$ cat src/include/serial_frame_defs.vh
// Constants shared by the serial frame transmitter files
`ifndef SERIAL_FRAME_DEFS_VH
`define SERIAL_FRAME_DEFS_VH

// ********************************
// Code group bytes
// ********************************
`define SFT_K28_5 8'hbc
`define SFT_K28_7 8'hfc
`define SFT_D28_7 8'hfc
`define SFT_D5_6 8'hc5
`define SFT_D16_2 8'h50

// ********************************
// Frame layout and timing
// ********************************
`define SFT_GROUP_BITS 4'h9
`define SFT_SYNC_EDGES 2'h2
`define SFT_SCR_SEED 15'h7fff
`define SFT_DITHER_SEED 23'h000001
`define SFT_SAMPLE_W 16
`define SFT_FIFO_DEPTH 8

// ********************************
// Rate range codes, one-hot
// ********************************
`define SFT_RANGE_LOW 3'h1
`define SFT_RANGE_MID 3'h2
`define SFT_RANGE_HIGH 3'h4

`endif

$ cat src/core/README_none.v
`timescale 1ns/1ps

$ cat src/core/sample_fifo.v
// Sample FIFO with registered read stage and registered ready
`timescale 1ns/1ps
`default_nettype none
module sample_fifo #(
	parameter WIDTH = 16,
	parameter DEPTH = 8,
	parameter AW = 3
) (
	input wire clk,
	input wire rst_n,
	input wire in_valid,
	output wire in_ready,
	input wire [WIDTH-1:0] in_data,
	output wire out_valid,
	input wire out_ready,
	output wire [WIDTH-1:0] out_data
);
	reg [WIDTH-1:0] mem [0:DEPTH-1];
	reg [AW-1:0] wr_ptr_q;
	reg [AW-1:0] rd_ptr_q;
	reg [AW:0] count_q;
	reg [AW:0] count_d;
	reg ready_q;
	reg out_valid_q;
	reg [WIDTH-1:0] out_data_q;
	wire push;
	wire pop;

	assign push = in_valid && ready_q;
	// Refill the output stage from memory whenever it is free or drained
	assign pop = (count_q != {(AW+1){1'b0}}) && (!out_valid_q || out_ready);
	assign in_ready = ready_q;
	assign out_valid = out_valid_q;
	assign out_data = out_data_q;

	always @* begin
		count_d = count_q;
		if (push && !pop)
			count_d = count_q + 1'b1;
		else if (pop && !push)
			count_d = count_q - 1'b1;
	end

	always @(posedge clk) begin
		if (push)
			mem[wr_ptr_q] <= in_data;
	end

	always @(posedge clk or negedge rst_n) begin
		if (!rst_n) begin
			wr_ptr_q <= {AW{1'b0}};
			rd_ptr_q <= {AW{1'b0}};
			count_q <= {(AW+1){1'b0}};
			ready_q <= 1'b0;
			out_valid_q <= 1'b0;
			out_data_q <= {WIDTH{1'b0}};
		end else begin
			count_q <= count_d;
			// Ready from next count, so a full FIFO never takes a word
			ready_q <= (count_d < DEPTH);
			if (push)
				wr_ptr_q <= wr_ptr_q + 1'b1;
			if (pop) begin
				rd_ptr_q <= rd_ptr_q + 1'b1;
				out_data_q <= mem[rd_ptr_q];
				out_valid_q <= 1'b1;
			end else if (out_ready)
				out_valid_q <= 1'b0;
		end
	end
endmodule // sample_fifo
`default_nettype wire

$ cat src/core/code_group_encoder.v
// Combinational 8b/10b code group encoder with running disparity
`timescale 1ns/1ps
`default_nettype none
module code_group_encoder (
	input wire [7:0] data_byte,
	input wire ctrl,
	input wire rd_in,
	output wire [9:0] code,
	output wire rd_out
);
	reg [5:0] six;
	reg [3:0] four;
	reg [5:0] six_neg;
	reg [3:0] four_neg;
	reg rd6;
	reg unbal6;
	reg alt7;
	wire [4:0] x;
	wire [2:0] y;

	assign x = data_byte[4:0];
	assign y = data_byte[7:5];

	always @* begin
		six_neg = 6'h00;
		four_neg = 4'h0;
		case (x)
			5'd0: six_neg = 6'b100111;
			5'd1: six_neg = 6'b011101;
			5'd2: six_neg = 6'b101101;
			5'd3: six_neg = 6'b110001;
			5'd4: six_neg = 6'b110101;
			5'd5: six_neg = 6'b101001;
			5'd6: six_neg = 6'b011001;
			5'd7: six_neg = 6'b111000;
			5'd8: six_neg = 6'b111001;
			5'd9: six_neg = 6'b100101;
			5'd10: six_neg = 6'b010101;
			5'd11: six_neg = 6'b110100;
			5'd12: six_neg = 6'b001101;
			5'd13: six_neg = 6'b101100;
			5'd14: six_neg = 6'b011100;
			5'd15: six_neg = 6'b010111;
			5'd16: six_neg = 6'b011011;
			5'd17: six_neg = 6'b100011;
			5'd18: six_neg = 6'b010011;
			5'd19: six_neg = 6'b110010;
			5'd20: six_neg = 6'b001011;
			5'd21: six_neg = 6'b101010;
			5'd22: six_neg = 6'b011010;
			5'd23: six_neg = 6'b111010;
			5'd24: six_neg = 6'b110011;
			5'd25: six_neg = 6'b100110;
			5'd26: six_neg = 6'b010110;
			5'd27: six_neg = 6'b110110;
			5'd28: six_neg = ctrl ? 6'b001111 : 6'b001110;
			5'd29: six_neg = 6'b101110;
			5'd30: six_neg = 6'b011110;
			default: six_neg = 6'b101011;
		endcase
		case (y)
			3'd0: four_neg = 4'b1011;
			3'd1: four_neg = 4'b1001;
			3'd2: four_neg = 4'b0101;
			3'd3: four_neg = 4'b1100;
			3'd4: four_neg = 4'b1101;
			3'd5: four_neg = 4'b1010;
			3'd6: four_neg = 4'b0110;
			default: four_neg = 4'b1110;
		endcase
		unbal6 = (six_neg != 6'b111000) && ((six_neg[5] + six_neg[4] + six_neg[3] +
			six_neg[2] + six_neg[1] + six_neg[0]) != 3'd3);
		// D.7 flips with disparity although balanced
		six = (rd_in && (unbal6 || x == 5'd7)) ? ~six_neg : six_neg;
		rd6 = unbal6 ? ~rd_in : rd_in;
		alt7 = (y == 3'd7) && (ctrl || (!rd6 && (x == 5'd17 || x == 5'd18 || x == 5'd20)) ||
			(rd6 && (x == 5'd11 || x == 5'd13 || x == 5'd14)));
		if (ctrl) begin
			// Only K28.5 and K28.7 are ever requested here
			four = (y == 3'd7) ? 4'b1000 : four_neg;
			four = rd6 ? four : ~four;
		end else if (alt7)
			four = rd6 ? 4'b1000 : 4'b0111;
		else if (rd6 && (y == 3'd0 || y == 3'd3 || y == 3'd4 || y == 3'd7))
			four = ~four_neg;
		else
			four = four_neg;
	end

	assign code = {six, four};
	assign rd_out = (four == 4'b1000 || four == 4'b0111 || four == 4'b1011 || four == 4'b0100 ||
		four == 4'b1101 || four == 4'b0010 || four == 4'b1110 || four == 4'b0001) ? ~rd6 : rd6;
endmodule // code_group_encoder
`default_nettype wire

$ cat src/core/serial_adc_frame_transmitter.v
// Serial frame transmitter: format, dither removal, scrambling, 8b/10b framing, sync
// Notes on behaviour
// - Format select low gives offset binary; high gives two's complement samples.
// - Only both power-down inputs together stop conversion and the serial interface.
// - Dither from long pseudo-random sequence; same value subtracted from conversion result.
// - Each sample split into octets, each encoded into a 10-bit code group under running disparity.
// - One sample per frame; upper byte first, lower byte second; both optionally scrambled.
// - Code groups sent in order, bit 9 of first code group first.
// - Sync request held over more than one sample clock starts preamble.
// - Preamble is K28.5 commas, or idle sets K28.5 plus D5.6 or D16.2.
// - After request drops, finish preamble frame; data starts at next frame.
// - Scrambler 1+x^14+x^15, 16-bit parallel, one step per frame when enabled.
// - New sync request at any time resynchronises; sample data lost meanwhile.
// - Monitor off means no K28.7; on means K28.7 only in second group.
// - Monitor on, scrambler off: repeat of previous second group becomes K28.7, not twice.
// - Monitor and scrambler on: second group D28.7 sent as K28.7.
// - Rate range pins select PLL range: low, middle or high sample rate band.
`timescale 1ns/1ps
`default_nettype none
`include "serial_frame_defs.vh"
module serial_adc_frame_transmitter #(
	parameter SAMPLE_W = `SFT_SAMPLE_W,
	parameter FIFO_DEPTH = `SFT_FIFO_DEPTH,
	parameter FIFO_AW = 3
) (
	input wire clk,
	input wire reset_n,
	input wire [SAMPLE_W-1:0] conv_data,
	input wire conv_valid,
	output wire conv_ready,
	input wire sample_clock,
	input wire sync_request,
	input wire data_format_select,
	input wire [1:0] power_down_inputs,
	input wire preamble_type_select,
	input wire scrambler_enable,
	input wire alignment_monitor_enable,
	input wire dither_enable,
	input wire rate_range_select_low,
	input wire rate_range_select_high,
	output reg serial_out,
	output reg frame_start,
	output reg preamble_active,
	output reg power_down_active,
	output reg underrun,
	output reg [SAMPLE_W-1:0] dither_value,
	output reg [2:0] pll_range_sel
);
	// ********************************
	// States
	// ********************************
	localparam ST_OFF = 3'b001;
	localparam ST_DATA = 3'b010;
	localparam ST_PRE = 3'b100;

	// ********************************
	// Reset release and pin synchronisers
	// ********************************
	reg [1:0] rst_sync_q;
	wire rst_n;
	reg [9:0] pin_meta_q;
	reg [9:0] pin_q;
	reg sclk_prev_q;
	wire [9:0] pin_raw;
	wire sclk_s;
	wire sync_s;
	wire fmt_s;
	wire pd_s;
	wire idle_mode_s;
	wire scr_on_s;
	wire mon_on_s;
	wire dith_on_s;
	wire sclk_rise;

	always @(posedge clk or negedge reset_n) begin
		if (!reset_n)
			rst_sync_q <= 2'b00;
		else
			rst_sync_q <= {rst_sync_q[0], 1'b1};
	end
	assign rst_n = rst_sync_q[1];

	assign pin_raw = {rate_range_select_high, rate_range_select_low, dither_enable, alignment_monitor_enable,
		scrambler_enable, preamble_type_select, power_down_inputs[1] & power_down_inputs[0],
		data_format_select, sync_request, sample_clock};

	always @(posedge clk or negedge rst_n) begin
		if (!rst_n) begin
			pin_meta_q <= 10'h000;
			pin_q <= 10'h000;
			sclk_prev_q <= 1'b0;
		end else begin
			pin_meta_q <= pin_raw;
			pin_q <= pin_meta_q;
			sclk_prev_q <= pin_q[0];
		end
	end

	assign sclk_s = pin_q[0];
	assign sync_s = pin_q[1];
	assign fmt_s = pin_q[2];
	assign pd_s = pin_q[3];
	assign idle_mode_s = pin_q[4];
	assign scr_on_s = pin_q[5];
	assign mon_on_s = pin_q[6];
	assign dith_on_s = pin_q[7];
	assign sclk_rise = sclk_s && !sclk_prev_q;

	// ********************************
	// Dither removal and sample format
	// ********************************
	reg [22:0] lfsr_q;
	wire accept;
	wire fifo_in_ready;
	wire [SAMPLE_W-1:0] corrected;
	wire [SAMPLE_W-1:0] formatted;

	assign accept = conv_valid && fifo_in_ready && !pd_s;
	assign conv_ready = fifo_in_ready;
	assign corrected = conv_data - dither_value;
	// Result is offset binary; inverting the top bit yields two's complement
	assign formatted = fmt_s ? {~corrected[SAMPLE_W-1], corrected[SAMPLE_W-2:0]} : corrected;

	always @(posedge clk or negedge rst_n) begin
		if (!rst_n) begin
			lfsr_q <= `SFT_DITHER_SEED;
			dither_value <= {SAMPLE_W{1'b0}};
		end else if (!dith_on_s)
			dither_value <= {SAMPLE_W{1'b0}};
		else if (accept || dither_value == {SAMPLE_W{1'b0}}) begin
			// Step per accepted sample so each conversion gets its own value
			lfsr_q <= {lfsr_q[21:0], lfsr_q[22] ^ lfsr_q[17]};
			dither_value <= lfsr_q[SAMPLE_W-1:0];
		end
	end

	// ********************************
	// Sample buffer
	// ********************************
	wire fifo_out_valid;
	wire [SAMPLE_W-1:0] fifo_out_data;
	reg fifo_pop;

	sample_fifo #(
		.WIDTH(SAMPLE_W),
		.DEPTH(FIFO_DEPTH),
		.AW(FIFO_AW)
	) u_fifo (
		.clk(clk),
		.rst_n(rst_n),
		.in_valid(accept),
		.in_ready(fifo_in_ready),
		.in_data(formatted),
		.out_valid(fifo_out_valid),
		.out_ready(fifo_pop),
		.out_data(fifo_out_data)
	);

	// ********************************
	// Synchronisation request tracking
	// ********************************
	reg [1:0] req_cnt_q;
	wire pre_wanted;

	always @(posedge clk or negedge rst_n) begin
		if (!rst_n)
			req_cnt_q <= 2'h0;
		else if (!sync_s)
			req_cnt_q <= 2'h0;
		else if (sclk_rise && req_cnt_q != `SFT_SYNC_EDGES)
			req_cnt_q <= req_cnt_q + 2'h1;
	end
	// Held across two sample clock edges means more than one cycle
	assign pre_wanted = sync_s && (req_cnt_q == `SFT_SYNC_EDGES);

	// ********************************
	// Frame builder
	// ********************************
	reg [2:0] state_q;
	reg [2:0] state_d;
	reg [3:0] bit_cnt_q;
	reg grp_q;
	reg [9:0] shift_q;
	reg rd_q;
	reg [14:0] scr_q;
	reg [7:0] b2_q;
	reg k2_q;
	reg idle2_q;
	reg [7:0] prev_b2_q;
	reg k287_prev_q;
	reg [SAMPLE_W-1:0] last_q;
	reg [SAMPLE_W-1:0] sample;
	reg [SAMPLE_W-1:0] scr_word;
	reg [14:0] scr_tmp;
	reg [7:0] code_byte;
	reg code_ctrl;
	reg [7:0] nb2;
	reg nk2;
	wire [9:0] code;
	wire rd_next;
	wire load;
	wire new_frame;
	integer i;

	assign load = (bit_cnt_q == `SFT_GROUP_BITS);
	assign new_frame = load && grp_q;

	// Parallel self-synchronising scrambler over the whole 16-bit frame
	always @* begin
		scr_tmp = scr_q;
		scr_word = {SAMPLE_W{1'b0}};
		sample = fifo_out_valid ? fifo_out_data : last_q;
		for (i = SAMPLE_W - 1; i >= 0; i = i - 1) begin
			scr_word[i] = sample[i] ^ scr_tmp[13] ^ scr_tmp[14];
			scr_tmp = {scr_tmp[13:0], scr_word[i]};
		end
		if (!scr_on_s)
			scr_word = sample;
	end

	always @* begin
		state_d = state_q;
		case (state_q)
			ST_OFF: if (!pd_s) state_d = ST_DATA;
			ST_DATA: if (pd_s) state_d = ST_OFF; else if (pre_wanted && new_frame) state_d = ST_PRE;
			// Return to data only on a frame boundary so the preamble frame completes; power down leaves at once
			ST_PRE: if (pd_s) state_d = ST_OFF; else if (!pre_wanted && new_frame) state_d = ST_DATA;
			default: state_d = ST_OFF;
		endcase
	end

	// Second group content of the frame about to start
	always @* begin
		nb2 = scr_word[7:0];
		nk2 = 1'b0;
		fifo_pop = 1'b0;
		if (new_frame && state_d == ST_DATA && state_q != ST_OFF)
			fifo_pop = fifo_out_valid;
		if (mon_on_s) begin
			if (scr_on_s)
				nk2 = (nb2 == `SFT_D28_7);
			else
				nk2 = (nb2 == prev_b2_q) && !k287_prev_q;
		end
	end

	// Encoder input: first group from new frame, second from stored copy
	always @* begin
		code_ctrl = 1'b0;
		code_byte = scr_word[15:8];
		if (new_frame) begin
			if (state_d == ST_PRE) begin
				code_byte = `SFT_K28_5;
				code_ctrl = 1'b1;
			end
		end else if (idle2_q)
			// Negative after the comma keeps it with D5.6, else D16.2 restores it
			code_byte = rd_q ? `SFT_D16_2 : `SFT_D5_6;
		else begin
			code_byte = b2_q;
			code_ctrl = k2_q;
		end
	end

	code_group_encoder u_coder (
		.data_byte(code_byte),
		.ctrl(code_ctrl),
		.rd_in(rd_q),
		.code(code),
		.rd_out(rd_next)
	);

	always @(posedge clk or negedge rst_n) begin
		if (!rst_n) begin
			state_q <= ST_OFF;
			bit_cnt_q <= `SFT_GROUP_BITS;
			grp_q <= 1'b1;
			shift_q <= 10'h000;
			rd_q <= 1'b0;
			scr_q <= `SFT_SCR_SEED;
			b2_q <= 8'h00;
			k2_q <= 1'b0;
			idle2_q <= 1'b0;
			prev_b2_q <= 8'h00;
			k287_prev_q <= 1'b0;
			last_q <= {SAMPLE_W{1'b0}};
			serial_out <= 1'b0;
			frame_start <= 1'b0;
			preamble_active <= 1'b0;
			power_down_active <= 1'b0;
			underrun <= 1'b0;
			pll_range_sel <= `SFT_RANGE_LOW;
		end else begin
			state_q <= state_d;
			power_down_active <= (state_d == ST_OFF);
			preamble_active <= (state_d == ST_PRE);
			frame_start <= 1'b0;
			underrun <= 1'b0;
			if (!pin_q[9])
				pll_range_sel <= `SFT_RANGE_LOW;
			else if (!pin_q[8])
				pll_range_sel <= `SFT_RANGE_MID;
			else
				pll_range_sel <= `SFT_RANGE_HIGH;
			if (state_d == ST_OFF) begin
				// Link silent; restart cleanly on a frame boundary
				bit_cnt_q <= `SFT_GROUP_BITS;
				grp_q <= 1'b1;
				shift_q <= 10'h000;
				rd_q <= 1'b0;
				serial_out <= 1'b0;
			end else begin
				serial_out <= shift_q[9];
				if (load) begin
					bit_cnt_q <= 4'h0;
					grp_q <= ~grp_q;
					shift_q <= code;
					rd_q <= rd_next;
				end else begin
					bit_cnt_q <= bit_cnt_q + 4'h1;
					shift_q <= {shift_q[8:0], 1'b0};
				end
				if (new_frame) begin
					frame_start <= 1'b1;
					if (state_d == ST_PRE) begin
						b2_q <= `SFT_K28_5;
						k2_q <= !idle_mode_s;
						idle2_q <= idle_mode_s;
						k287_prev_q <= 1'b0;
					end else begin
						idle2_q <= 1'b0;
						// Marker goes out as the control code; the data byte stays for the repeat compare
						b2_q <= nk2 ? `SFT_K28_7 : nb2;
						k2_q <= nk2;
						prev_b2_q <= nb2;
						k287_prev_q <= nk2;
						underrun <= !fifo_out_valid;
						last_q <= sample;
						if (scr_on_s)
							scr_q <= scr_word[14:0];
					end
				end
			end
		end
	end
endmodule // serial_adc_frame_transmitter
`default_nettype wire

$ cat config.mk
export PLATFORM = sky130hd
export DESIGN_NAME = serial_adc_frame_transmitter
export DESIGN_NICKNAME = d
export VERILOG_FILES = /design/src/core/README_none.v /design/src/core/sample_fifo.v /design/src/core/code_group_encoder.v /design/src/core/serial_adc_frame_transmitter.v
export VERILOG_INCLUDE_DIRS = /design/src /design/src/include
export SDC_FILE = /design/constraint.sdc
export NUM_CORES = 1
export LEC_CHECK = 0
export BUFFER_PORTS_ARGS = -buffer_cell sky130_fd_sc_hd__buf_2
export CORE_MARGIN = 1.5
export CORE_UTILIZATION = 56
export CTS_BUF_LIST = sky130_fd_sc_hd__clkbuf_16
export CTS_CLUSTER_SIZE = 14
export DETAILED_ROUTE_END_ITERATION = 10
export HOLD_SLACK_MARGIN = 0.05
export PLACE_DENSITY = 0.76
export SLEW_MARGIN = 20
export SYNTH_ARGS = -nofsm -noshare
export SYNTH_HDL_FRONTEND = slang
export SYNTH_SLANG_ARGS = --single-unit
$ cat constraint.sdc
create_clock -name clk -period 5.4 [get_ports clk]
set_input_delay 0.27 -clock clk [delete_from_list [all_inputs] [get_ports clk]]
set_output_delay 0.27 -clock clk [all_outputs]
set_load 0.02 [all_outputs]
==> flow_metrics.tcl, run 1 <==
set metrics [dict create \
    synth_top_cell_by_area "edfxtp_1" \
    grt_pass1_wl_um 45900 \
    gp_congestion 0.878 \
    drv_slew 0 \
    hold_viol 0 \
    vias 8718 \
    core_area_um2 24200 \
    rr_worst_depth 17 \
    ys_types 77 \
    dr.pass1.iters 5 \
    period_minus_slack_ps 5170 \
    antenna_cells 0 \
    die_h_um 160 \
    yosysWarnings 0 \
    wl_met1_um 11700 \
    drc 0 \
    cts-htree-levels 1 \
    fmax_ghz 0.194 \
    post_route_cells_drive_above_1_share_pct 21.4 \
    path_class "register to register" \
    finalInstanceArea_um2 15700 \
    vias_per_cell 5.69 \
    ant_nets 0 \
    die_w_um 160 \
    numCtsBuffers 30 \
    rows 57 \
    hold_slack_ps 229 \
    dp_hpwl_um 18500 \
    min_from "conv_valid" \
    cp_cell_sequence "and4bb_4 > o211ai_4 > o32ai_2 > nor2_1 > a221oi_1 > ha_1 > inv_1 > fa_1 > fa_1 > inv_1 > fa_1 > nor3b_2 > a311o_4 > and3_1 > or3_1 > a31oi_1 > o31ai_1" \
    drtIter0Drc 527 \
    setup_ws_ps 232 \
    synth_area_leaders "edfxtp_1 28%, dfrtp_1 27%, mux4_2 5.2%" \
    cp_slowest_cell "dfstp_2" \
    synth_cells 1100 \
    routed_wl_um 28000 \
    antenna_found_initial 0 \
    synth_top_cell_area_share_pct 27.8 \
    cts_tree "built" \
    io_pins 55 \
    gr-total-overflow 0 \
    grt_max_degree 66 \
    place_area_um2 14500 \
    wire_per_inst_um 18.3 \
    fin_nets 1240 \
    tightest_slew_ps 1030 \
    min_to "u_fifo.wr_ptr_q[0]" \
    hold_path_depth 5 \
    cap_violations 0 \
    critical_path.max_fanout 7 \
    synth-async-reset-ratio_pct 56.9 \
    highest_layer "met4" \
    ys_ff_latch 297 \
    status "completed" \
    setup_viol 0 \
    dp_worst_setup_slack_ps 117 \
    grt_pass1_vias 8898 \
    cts.sinks 297 \
    die_area_um2 25600 \
    gr-usage-all-layers_pct 22.4 \
    synth_fp_nets 1157 \
    path_clk_slew_ps 60 \
    syn_to_final_growth_pct 13.7 \
    netlist_area_um2 13800 \
    crit_path_end_kind "register" \
    ys.flop_type "dfrtp_1" \
    cp-start-kind "register" \
    ys_seq_area_share_pct 58.6 \
    hold_path_class "primary input to register" \
    io_buffer_count 54 \
    timing.rr.start "bit_cnt_q[0]" \
    synth-edff-count 128 \
    wl_met2_um 14200 \
    initial_core_util_pct 57.0 \
    post-cts-setup-buffers 0 \
    required_ps 5830 \
    reg2reg_to "shift_q[2]" \
    cts_buffer_depth 3 \
    clk_latency_ps 590 \
    period_share_pct 95.7 \
    cpPeakStageDelay_ps 590 \
    cp_common_cell "fa_1" \
    dr_wl_met3_um 1230 \
    relSlewSlack_pct 31.3 \
    final.setup_skew_ps 47.6 \
    critPathArrivalTime_ps 5600 \
    cts_root_buffer "clkbuf_16" \
    r2r_slack_ps 230 \
    synth.avg_cell_area_um2 12.6 \
]
-- registers in the layout, indices dropped and copies added, names as in the netlist, 2 cells and up --
register	cells
u_fifo.mem	128
lfsr_q	23
dither_value	16
last_q	16
u_fifo.out_data	16
scr_q	15
pin_meta_q	10
pin_q	10
shift_q	10
b2_q	8
prev_b2_q	8
bit_cnt_q	4
u_fifo.count_q	4
pll_range_sel	3
state_q	3
u_fifo.rd_ptr_q	3
u_fifo.wr_ptr_q	3
req_cnt_q	2
rst_sync_q	2
-- worst max-delay path: cells and delay by family, from the launching register on --
kind	cells	cell delay [ps]
DFF	1	590
adders and majority gates	4	1480
AOI/OAI and AO/OA	6	1700
buffers and inverters	2	140
and+or+nand+nor	5	1150
-- how the worst max path moves through the flow --
stage	start	endpoint	slack (ps)	cells past startpoint
2_1_floorplan	grp_q	shift_q[2]	260	21
3_3_place_gp	req_cnt_q[0]	shift_q[2]	230	20
3_5_place_dp	bit_cnt_q[0]	shift_q[1]	120	19
4_1_cts	bit_cnt_q[0]	shift_q[1]	90	19
5_1_grt	req_cnt_q[0]	shift_q[2]	-7	19
6_report	bit_cnt_q[0]	shift_q[2]	230	17
-- synth_stat cells, types with 8 or more instances --
cell type  instances
dfrtp_1          148
edfxtp_1         128
nand2_1          105
nor2_1            74
o21ai_0           65
inv_1             47
xnor2_1           45
mux2_2            44
a21oi_1           42
mux2i_1           39
clkbuf_1          34
mux4_2            32
nor2b_1           27
ha_1              23
nor3_1            22
dfstp_2           21
xor2_1            21
nand3_1           15
a211oi_1          13
and2_1            12
and3_1             8
nand2b_1           8
-- metrics by stage --
step                std cells  setup TNS, ps  utilization [%]
floorplan                1100              0                -
global placement         1460              0             60.0
detailed placement       1460              0             60.0
CTS                      1529              0             64.4
global route             1531          -6.56             64.8
finish                   1531              0             64.8
-- repair_timing --
| action | in CTS | in global routing |
|---|---|---|
| endpoints found under the setup margin | 0 | 10 |
| hold buffers | 13 | 0 |
| gates resized for setup | 0 | 16 |
| endpoints found under the hold margin | 12 | 0 |
-- placed cells by master, fill, tap and decap left out, drive strengths merged, types with 27 or more instances in the layout --
| cell | Yosys | layout |
|---|---|---|
| inv | 47 | 59 |
| mux4 | 32 | 32 |
| a21oi | 42 | 42 |
| xnor2 | 45 | 45 |
| nor2 | 75 | 75 |
| edfxtp | 128 | 128 |
| o21ai | 68 | 68 |
| clkbuf | 34 | 30 |
| nand2 | 105 | 105 |
| mux2i | 39 | 39 |
| mux2 | 44 | 44 |
| nor2b | 27 | 27 |
| buf | 17 | 88 |
| dfrtp | 148 | 148 |
-- logic make-up after synthesis --
group | count (synthesis) | share of synthesized area [%]
AO/OA/AOI/OAI | 190 | 9.26
XOR/XNOR | 67 | 4.35
adder cells (fa/ha/maj) | 28 | 2.73
buffers and inverters | 98 | 2.91
flip-flops | 297 | 58.6
multiplexers | 115 | 11.6
other | 1 | 0.0271
AND/OR/NAND/NOR | 304 | 10.5
-- metal layers --
metal	GRT usage (%)	vias up
met5	0	-
met4	7.18	0
met3	3.04	63
met2	39.5	234
met1	28.9	4280
li1	-	4141
-- final cells by class --
cell class                 count  area (um^2)
fill                        1820         8530
sequential                   297         8110
multi-input combinational    706         5430
clock buffer                  30          751
timing repair buffer         101          663
tap                          324          405
clock inverter                26          189
inverter                      47          176
Power of run 1 is left out: the tool's default activity adds up to more than one toggle a clock period on the data nets, which glitch-free logic cannot reach.
==> run 2, diff against run 1 <==
--- a/config.mk
+++ b/config.mk
@@ -6,6 +6,7 @@
 export SDC_FILE = /design/constraint.sdc
 export NUM_CORES = 1
 export LEC_CHECK = 0
+export ABC_AREA = 1
 export BUFFER_PORTS_ARGS = -buffer_cell sky130_fd_sc_hd__buf_2
 export CORE_MARGIN = 1.5
 export CORE_UTILIZATION = 56
@@ -14,7 +15,6 @@
 export DETAILED_ROUTE_END_ITERATION = 10
 export HOLD_SLACK_MARGIN = 0.05
 export PLACE_DENSITY = 0.76
-export SLEW_MARGIN = 20
 export SYNTH_ARGS = -nofsm -noshare
 export SYNTH_HDL_FRONTEND = slang
 export SYNTH_SLANG_ARGS = --single-unit
==> flow_metrics.tcl, run 2 <==
set metrics [dict create \
    status "completed" \
    syn_to_final_growth_pct 14.5 \
    routed_wl_um 30700 \
    hold_slack_ps 290 \
    cp_common_cell "nand2_1" \
    final.setup_skew_ps 12.5 \
    gr-total-overflow 0 \
    synth_area_leaders "edfxtp_1 28%, dfrtp_1 27%, nand2_1 9.8%" \
    place_area_um2 14500 \
    hold_path_class "primary input to register" \
    regArea_um2 8100 \
    rows 57 \
    cpPeakStageDelay_ps 560 \
    die_w_um 160 \
    crit_family "simple AND/OR/NAND/NOR gates" \
    dr.pass1.iters 7 \
    yosysWarnings 0 \
    finalInstanceArea_um2 15900 \
    antenna_cells 0 \
    fin_nets 1564 \
    tightest_slew_ps 1090 \
    dp.cells 1776 \
    synth_top_cell_area_share_pct 27.7 \
    synthMostInstantiatedCell "nand2_1" \
    cap_violations 0 \
    multi_input_area_um2 5140 \
    top_register "u_fifo.mem" \
    critPathCapture "shift_q[0]" \
    drtIter0Drc 845 \
    period_minus_slack_ps 5150 \
    antenna_found_initial 0 \
    cts-htree-levels 1 \
    clk_latency_ps 550 \
    cp_slowest_cell "dfstp_2" \
    drc 0 \
    grt_max_degree 168 \
    reg2reg_to "shift_q[0]" \
    grt_pass1_vias 10100 \
    path_class "register to register" \
    synth-edff-count 128 \
    die_area_um2 25700 \
    ys_ff_latch 297 \
    setup_viol 0 \
    die_h_um 160 \
    dp_hpwl_um 19700 \
    rr_worst_depth 31 \
    min_from "conv_valid" \
    critical_path.max_fanout 8 \
    post_route_cells_drive_above_1_share_pct 15.1 \
    numCtsBuffers 31 \
    gr-usage-all-layers_pct 24.0 \
    critPathLaunch "bit_cnt_q[0]" \
    synthTopCellsByCount "362 x nand2_1, 148 x dfrtp_1, 130 x inv_1, 128 x edfxtp_1, 99 x a21oi_1" \
    synth-async-reset-ratio_pct 56.9 \
    largest_reg_flops 128 \
    hold_viol 0 \
    cts_root_buffer "clkbuf_16" \
    r2r_slack_ps 250 \
    vias_per_cell 5.57 \
    io_buffer_count 54 \
    relSlewSlack_pct 27.4 \
    period_share_pct 95.4 \
    final_common_cell "nand2_1" \
    drv_slew 0 \
    vias 10300 \
    cts_tree "built" \
    final_cells 1854 \
    required_ps 5880 \
    reg.largest.list "u_fifo.mem: 128 flops, lfsr_q: 23 flops" \
    ant_nets 0 \
    setup_ws_ps 246 \
    worst-path-stages 31 \
    synth_fp_nets 1481 \
    crit_path_end_kind "register" \
    cts_buffer_depth 3 \
    synth_top_cell_by_area "edfxtp_1" \
    dp_worst_setup_slack_ps 180 \
    initial_core_util_pct 57.0 \
    fmax_ghz 0.194 \
    fillers 1910 \
    synth_cells 1424 \
    ys_types 59 \
    core_area_um2 24300 \
    ys.flop_type "dfrtp_1" \
    final_cell_mix "357 x nand2_1, 146 x dfrtp_1, 134 x inv_1" \
    cts.sinks 297 \
    wire_per_inst_um 16.6 \
    netlist_area_um2 13900 \
    timing.rr.start "bit_cnt_q[0]" \
    grt_pass1_wl_um 49800 \
    gp_congestion 0.890 \
    cp-start-kind "register" \
    path_clk_slew_ps 60 \
    io_pins 55 \
    ys_seq_area_share_pct 58.5 \
    critPathArrivalTime_ps 5630 \
    crit_buf_inv 4 \
    synth.avg_cell_area_um2 9.73 \
]
-- run 2: cell count changes after synthesis, moves of 34 or more --
| cell | previous run | this run |
|---|---|---|
| a21oi_1 | 42 | 99 |
| inv_1 | 47 | 130 |
| mux2_2 | 44 | 4 |
| mux2i_1 | 39 | 4 |
| nand2_1 | 105 | 362 |
| nand3_1 | 15 | 71 |
| xnor2_1 | 45 | 11 |
-- run 2: layout make-up --
type	count	area share, %
Clock buffer	31	4.89
Clock inverter	25	1.46
Inverter	143	3.42
Multi-Input combinational cell	934	32.4
Sequential cell	297	51.1
Tap cell	324	2.56
Timing Repair Buffer	100	4.19
-- run 2: what timing repair did --
item / 4_1_cts / 5_1_grt
hold buffers: 13 / 0
setup endpoints to repair: 0 / 11
hold endpoints to repair: 12 / 0
gates resized for setup: 0 / 43
buffers inserted: 0 / 9
-- run 2: worst min-delay path, cell delays in order --
cell and delay, ps:
buf_2 100, nand3_1 280, nand2_1 90, nand2_1 60
-- run 2: how the worst min path moves through the flow --
| stage | to | cells after the start | slack, ps |
|---|---|---|---|
| after floorplan | rst_sync_q[0] | 0 | -30 |
| after global placement | rst_sync_q[0] | 1 | 50 |
| after detailed placement | rst_sync_q[0] | 1 | 60 |
| after CTS | u_fifo.wr_ptr_q[0] | 4 | 270 |
| after global routing | u_fifo.wr_ptr_q[0] | 4 | 300 |
| final | u_fifo.wr_ptr_q[0] | 4 | 290 |
-- run 2: cell families after synthesis --
| family | count (synthesis) | synth area share (%) |
|---|---|---|
| fa+ha+maj | 27 | 2.65 |
| simple gates | 581 | 18.1 |
| mux | 8 | 0.614 |
| xor+xnor | 37 | 2.34 |
| compound gates | 280 | 12.2 |
| buf+inv | 193 | 5.65 |
| other cells | 1 | 0.0271 |
| flops | 297 | 58.5 |
-- run 2: per-stage QoR --
step,setup TNS (ps),util [%]
CTS,0,64.2
global placement,0,59.6
global route,-73.6,65.2
detailed placement,0,59.6
floorplan,0,-
finish,0,65.2
-- run 2: layer usage --
layer | global-route usage (%) | vias to the layer above | share of wire, %
met1 | 30.8 | 4943 | 42
met2 | 41.6 | 325 | 49
met4 | 8.71 | 0 | 3.4
met3 | 3.46 | 85 | 5.3
li1 | - | 4979 | -
met5 | 0 | - | 0
Power of run 2 is left out for the same reason.
==> run 3, diff against run 2 <==
--- a/config.mk
+++ b/config.mk
@@ -10,11 +10,10 @@
 export BUFFER_PORTS_ARGS = -buffer_cell sky130_fd_sc_hd__buf_2
 export CORE_MARGIN = 1.5
 export CORE_UTILIZATION = 56
-export CTS_BUF_LIST = sky130_fd_sc_hd__clkbuf_16
 export CTS_CLUSTER_SIZE = 14
 export DETAILED_ROUTE_END_ITERATION = 10
 export HOLD_SLACK_MARGIN = 0.05
-export PLACE_DENSITY = 0.76
+export PLACE_DENSITY = 0.8
 export SYNTH_ARGS = -nofsm -noshare
 export SYNTH_HDL_FRONTEND = slang
 export SYNTH_SLANG_ARGS = --single-unit
==> flow_metrics.tcl, run 3 (same netlist as run 2, synthesis figures left out) <==
set metrics [dict create \
    status "completed" \
    gp_congestion 0.919 \
    largest_reg_flops 128 \
    cpPeakStageDelay_ps 570 \
    vias 10500 \
    antenna_found_initial 0 \
    antenna_cells 0 \
    crit_path_end_kind "register" \
    hold_viol 0 \
    die_area_um2 25700 \
    critical_path.max_fanout 7 \
    cp_common_cell "nand2_4" \
    regArea_um2 8110 \
    gr-usage-all-layers_pct 24.5 \
    hold_path_class "primary input to register" \
    setup_tns_ps 0 \
    fmax_ghz 0.192 \
    final.setup_skew_ps 9.23 \
    final_common_cell "nand2_1" \
    vias_per_cell 5.64 \
    reg.largest.list "u_fifo.mem: 128 flops, lfsr_q: 23 flops" \
    ant_nets 0 \
    cts.sinks 297 \
    dp.cells 1776 \
    clk_latency_ps 550 \
    syn_to_final_growth_pct 15.9 \
    grt_pass1_wl_um 50800 \
    initial_core_util_pct 57.0 \
    top_register "u_fifo.mem" \
    hold_path_depth 4 \
    rows 57 \
    grt_max_degree 168 \
    die_h_um 160 \
    dr.pass1.iters 5 \
    cp_slowest_cell "dfstp_2" \
    cts_tree "built" \
    min_to "u_fifo.wr_ptr_q[0]" \
    r2r_slack_ps 200 \
    reg2reg_to "shift_q[0]" \
    cts_buffer_depth 3 \
    path_class "register to register" \
    timing.rr.start "bit_cnt_q[0]" \
    cts_root_buffer "clkbuf_16" \
    tightest_slew_ps 1060 \
    path_clk_slew_ps 60 \
    final_cell_mix "356 x nand2_1, 145 x dfrtp_1, 128 x edfxtp_1" \
    period_minus_slack_ps 5200 \
    fillers 1848 \
    setup_viol 0 \
    core_area_um2 24300 \
    min_from "conv_valid" \
    gr-total-overflow 0 \
    grt_pass1_vias 10300 \
    numCtsBuffers 31 \
    cap_violations 0 \
    required_ps 5880 \
    drc 0 \
    final_cells 1861 \
    drtIter0Drc 883 \
    fin_nets 1570 \
    post_route_cells_drive_above_1_share_pct 16.3 \
    wire_per_inst_um 16.8 \
    cp-start-kind "register" \
    cts-htree-levels 1 \
    period_share_pct 96.3 \
    critPathArrivalTime_ps 5680 \
    routed_wl_um 31200 \
    io_pins 55 \
    rsz0062_at_grt "true" \
    relSlewSlack_pct 29.3 \
    rr_worst_depth 33 \
    multi_input_area_um2 5190 \
    io_buffer_count 54 \
    drv_slew 0 \
    die_w_um 160 \
    dp_hpwl_um 19500 \
]
-- run 3: final cells by class --
class	count	area share (%)
Sequential cell	297	50.5
Multi-Input combinational cell	935	32.4
Clock buffer	38	5.12
Timing Repair Buffer	105	4.37
Inverter	143	3.41
Tap cell	324	2.53
Clock inverter	19	1.73
-- run 3: worst max path at each step --
stage / depth (start not counted) / end / from / slack, ps
global route: 33 / shift_q[0] / bit_cnt_q[0] / -100
CTS: 31 / shift_q[0] / bit_cnt_q[0] / 40
finish: 33 / shift_q[0] / bit_cnt_q[0] / 200
floorplan: 0 / b2_q[0] / rst_sync_q[1] / 380
detailed placement: 31 / shift_q[0] / bit_cnt_q[0] / 90
global placement: 29 / shift_q[2] / bit_cnt_q[0] / 210
-- run 3: through the flow --
stage	area (um^2)	utilization [%]	hold slack [ps]	setup slack [ps]
floorplan	13900	-	-25.6	379
global placement	14500	59.6	54.5	212
detailed placement	14500	59.6	56.1	89.2
CTS	15700	64.6	256	38.1
global route	16100	66.0	284	-103
finish	16100	66.0	256	198
-- run 3: routing by layer --
layer / vias up / wire length, um / global-route usage, %
met5: - / 0 / 0
met4: 0 / 836 / 6.80
met3: 77 / 1860 / 3.31
met2: 384 / 15600 / 42.7
met1: 5029 / 13000 / 32.3
li1: 4997 / - / -
-- run 3: repair_timing --
item / in CTS / in global routing
endpoints found under the hold margin: 12 / 0
hold buffers: 13 / 0
endpoints found under the setup margin: 0 / 11
gates resized for setup: 0 / 60
setup buffers: 0 / 14
-- run 3: worst max-delay path, delay by kind of cell, from the launching register on --
family / cells / cell delay, ps
AND/OR/NAND/NOR: 22 / 2630
adder cells (fa/ha/maj): 4 / 1430
flip-flops: 1 / 570
buffers and inverters: 5 / 270
AO/OA/AOI/OAI: 2 / 230
Power of run 3 is left out for the same reason.
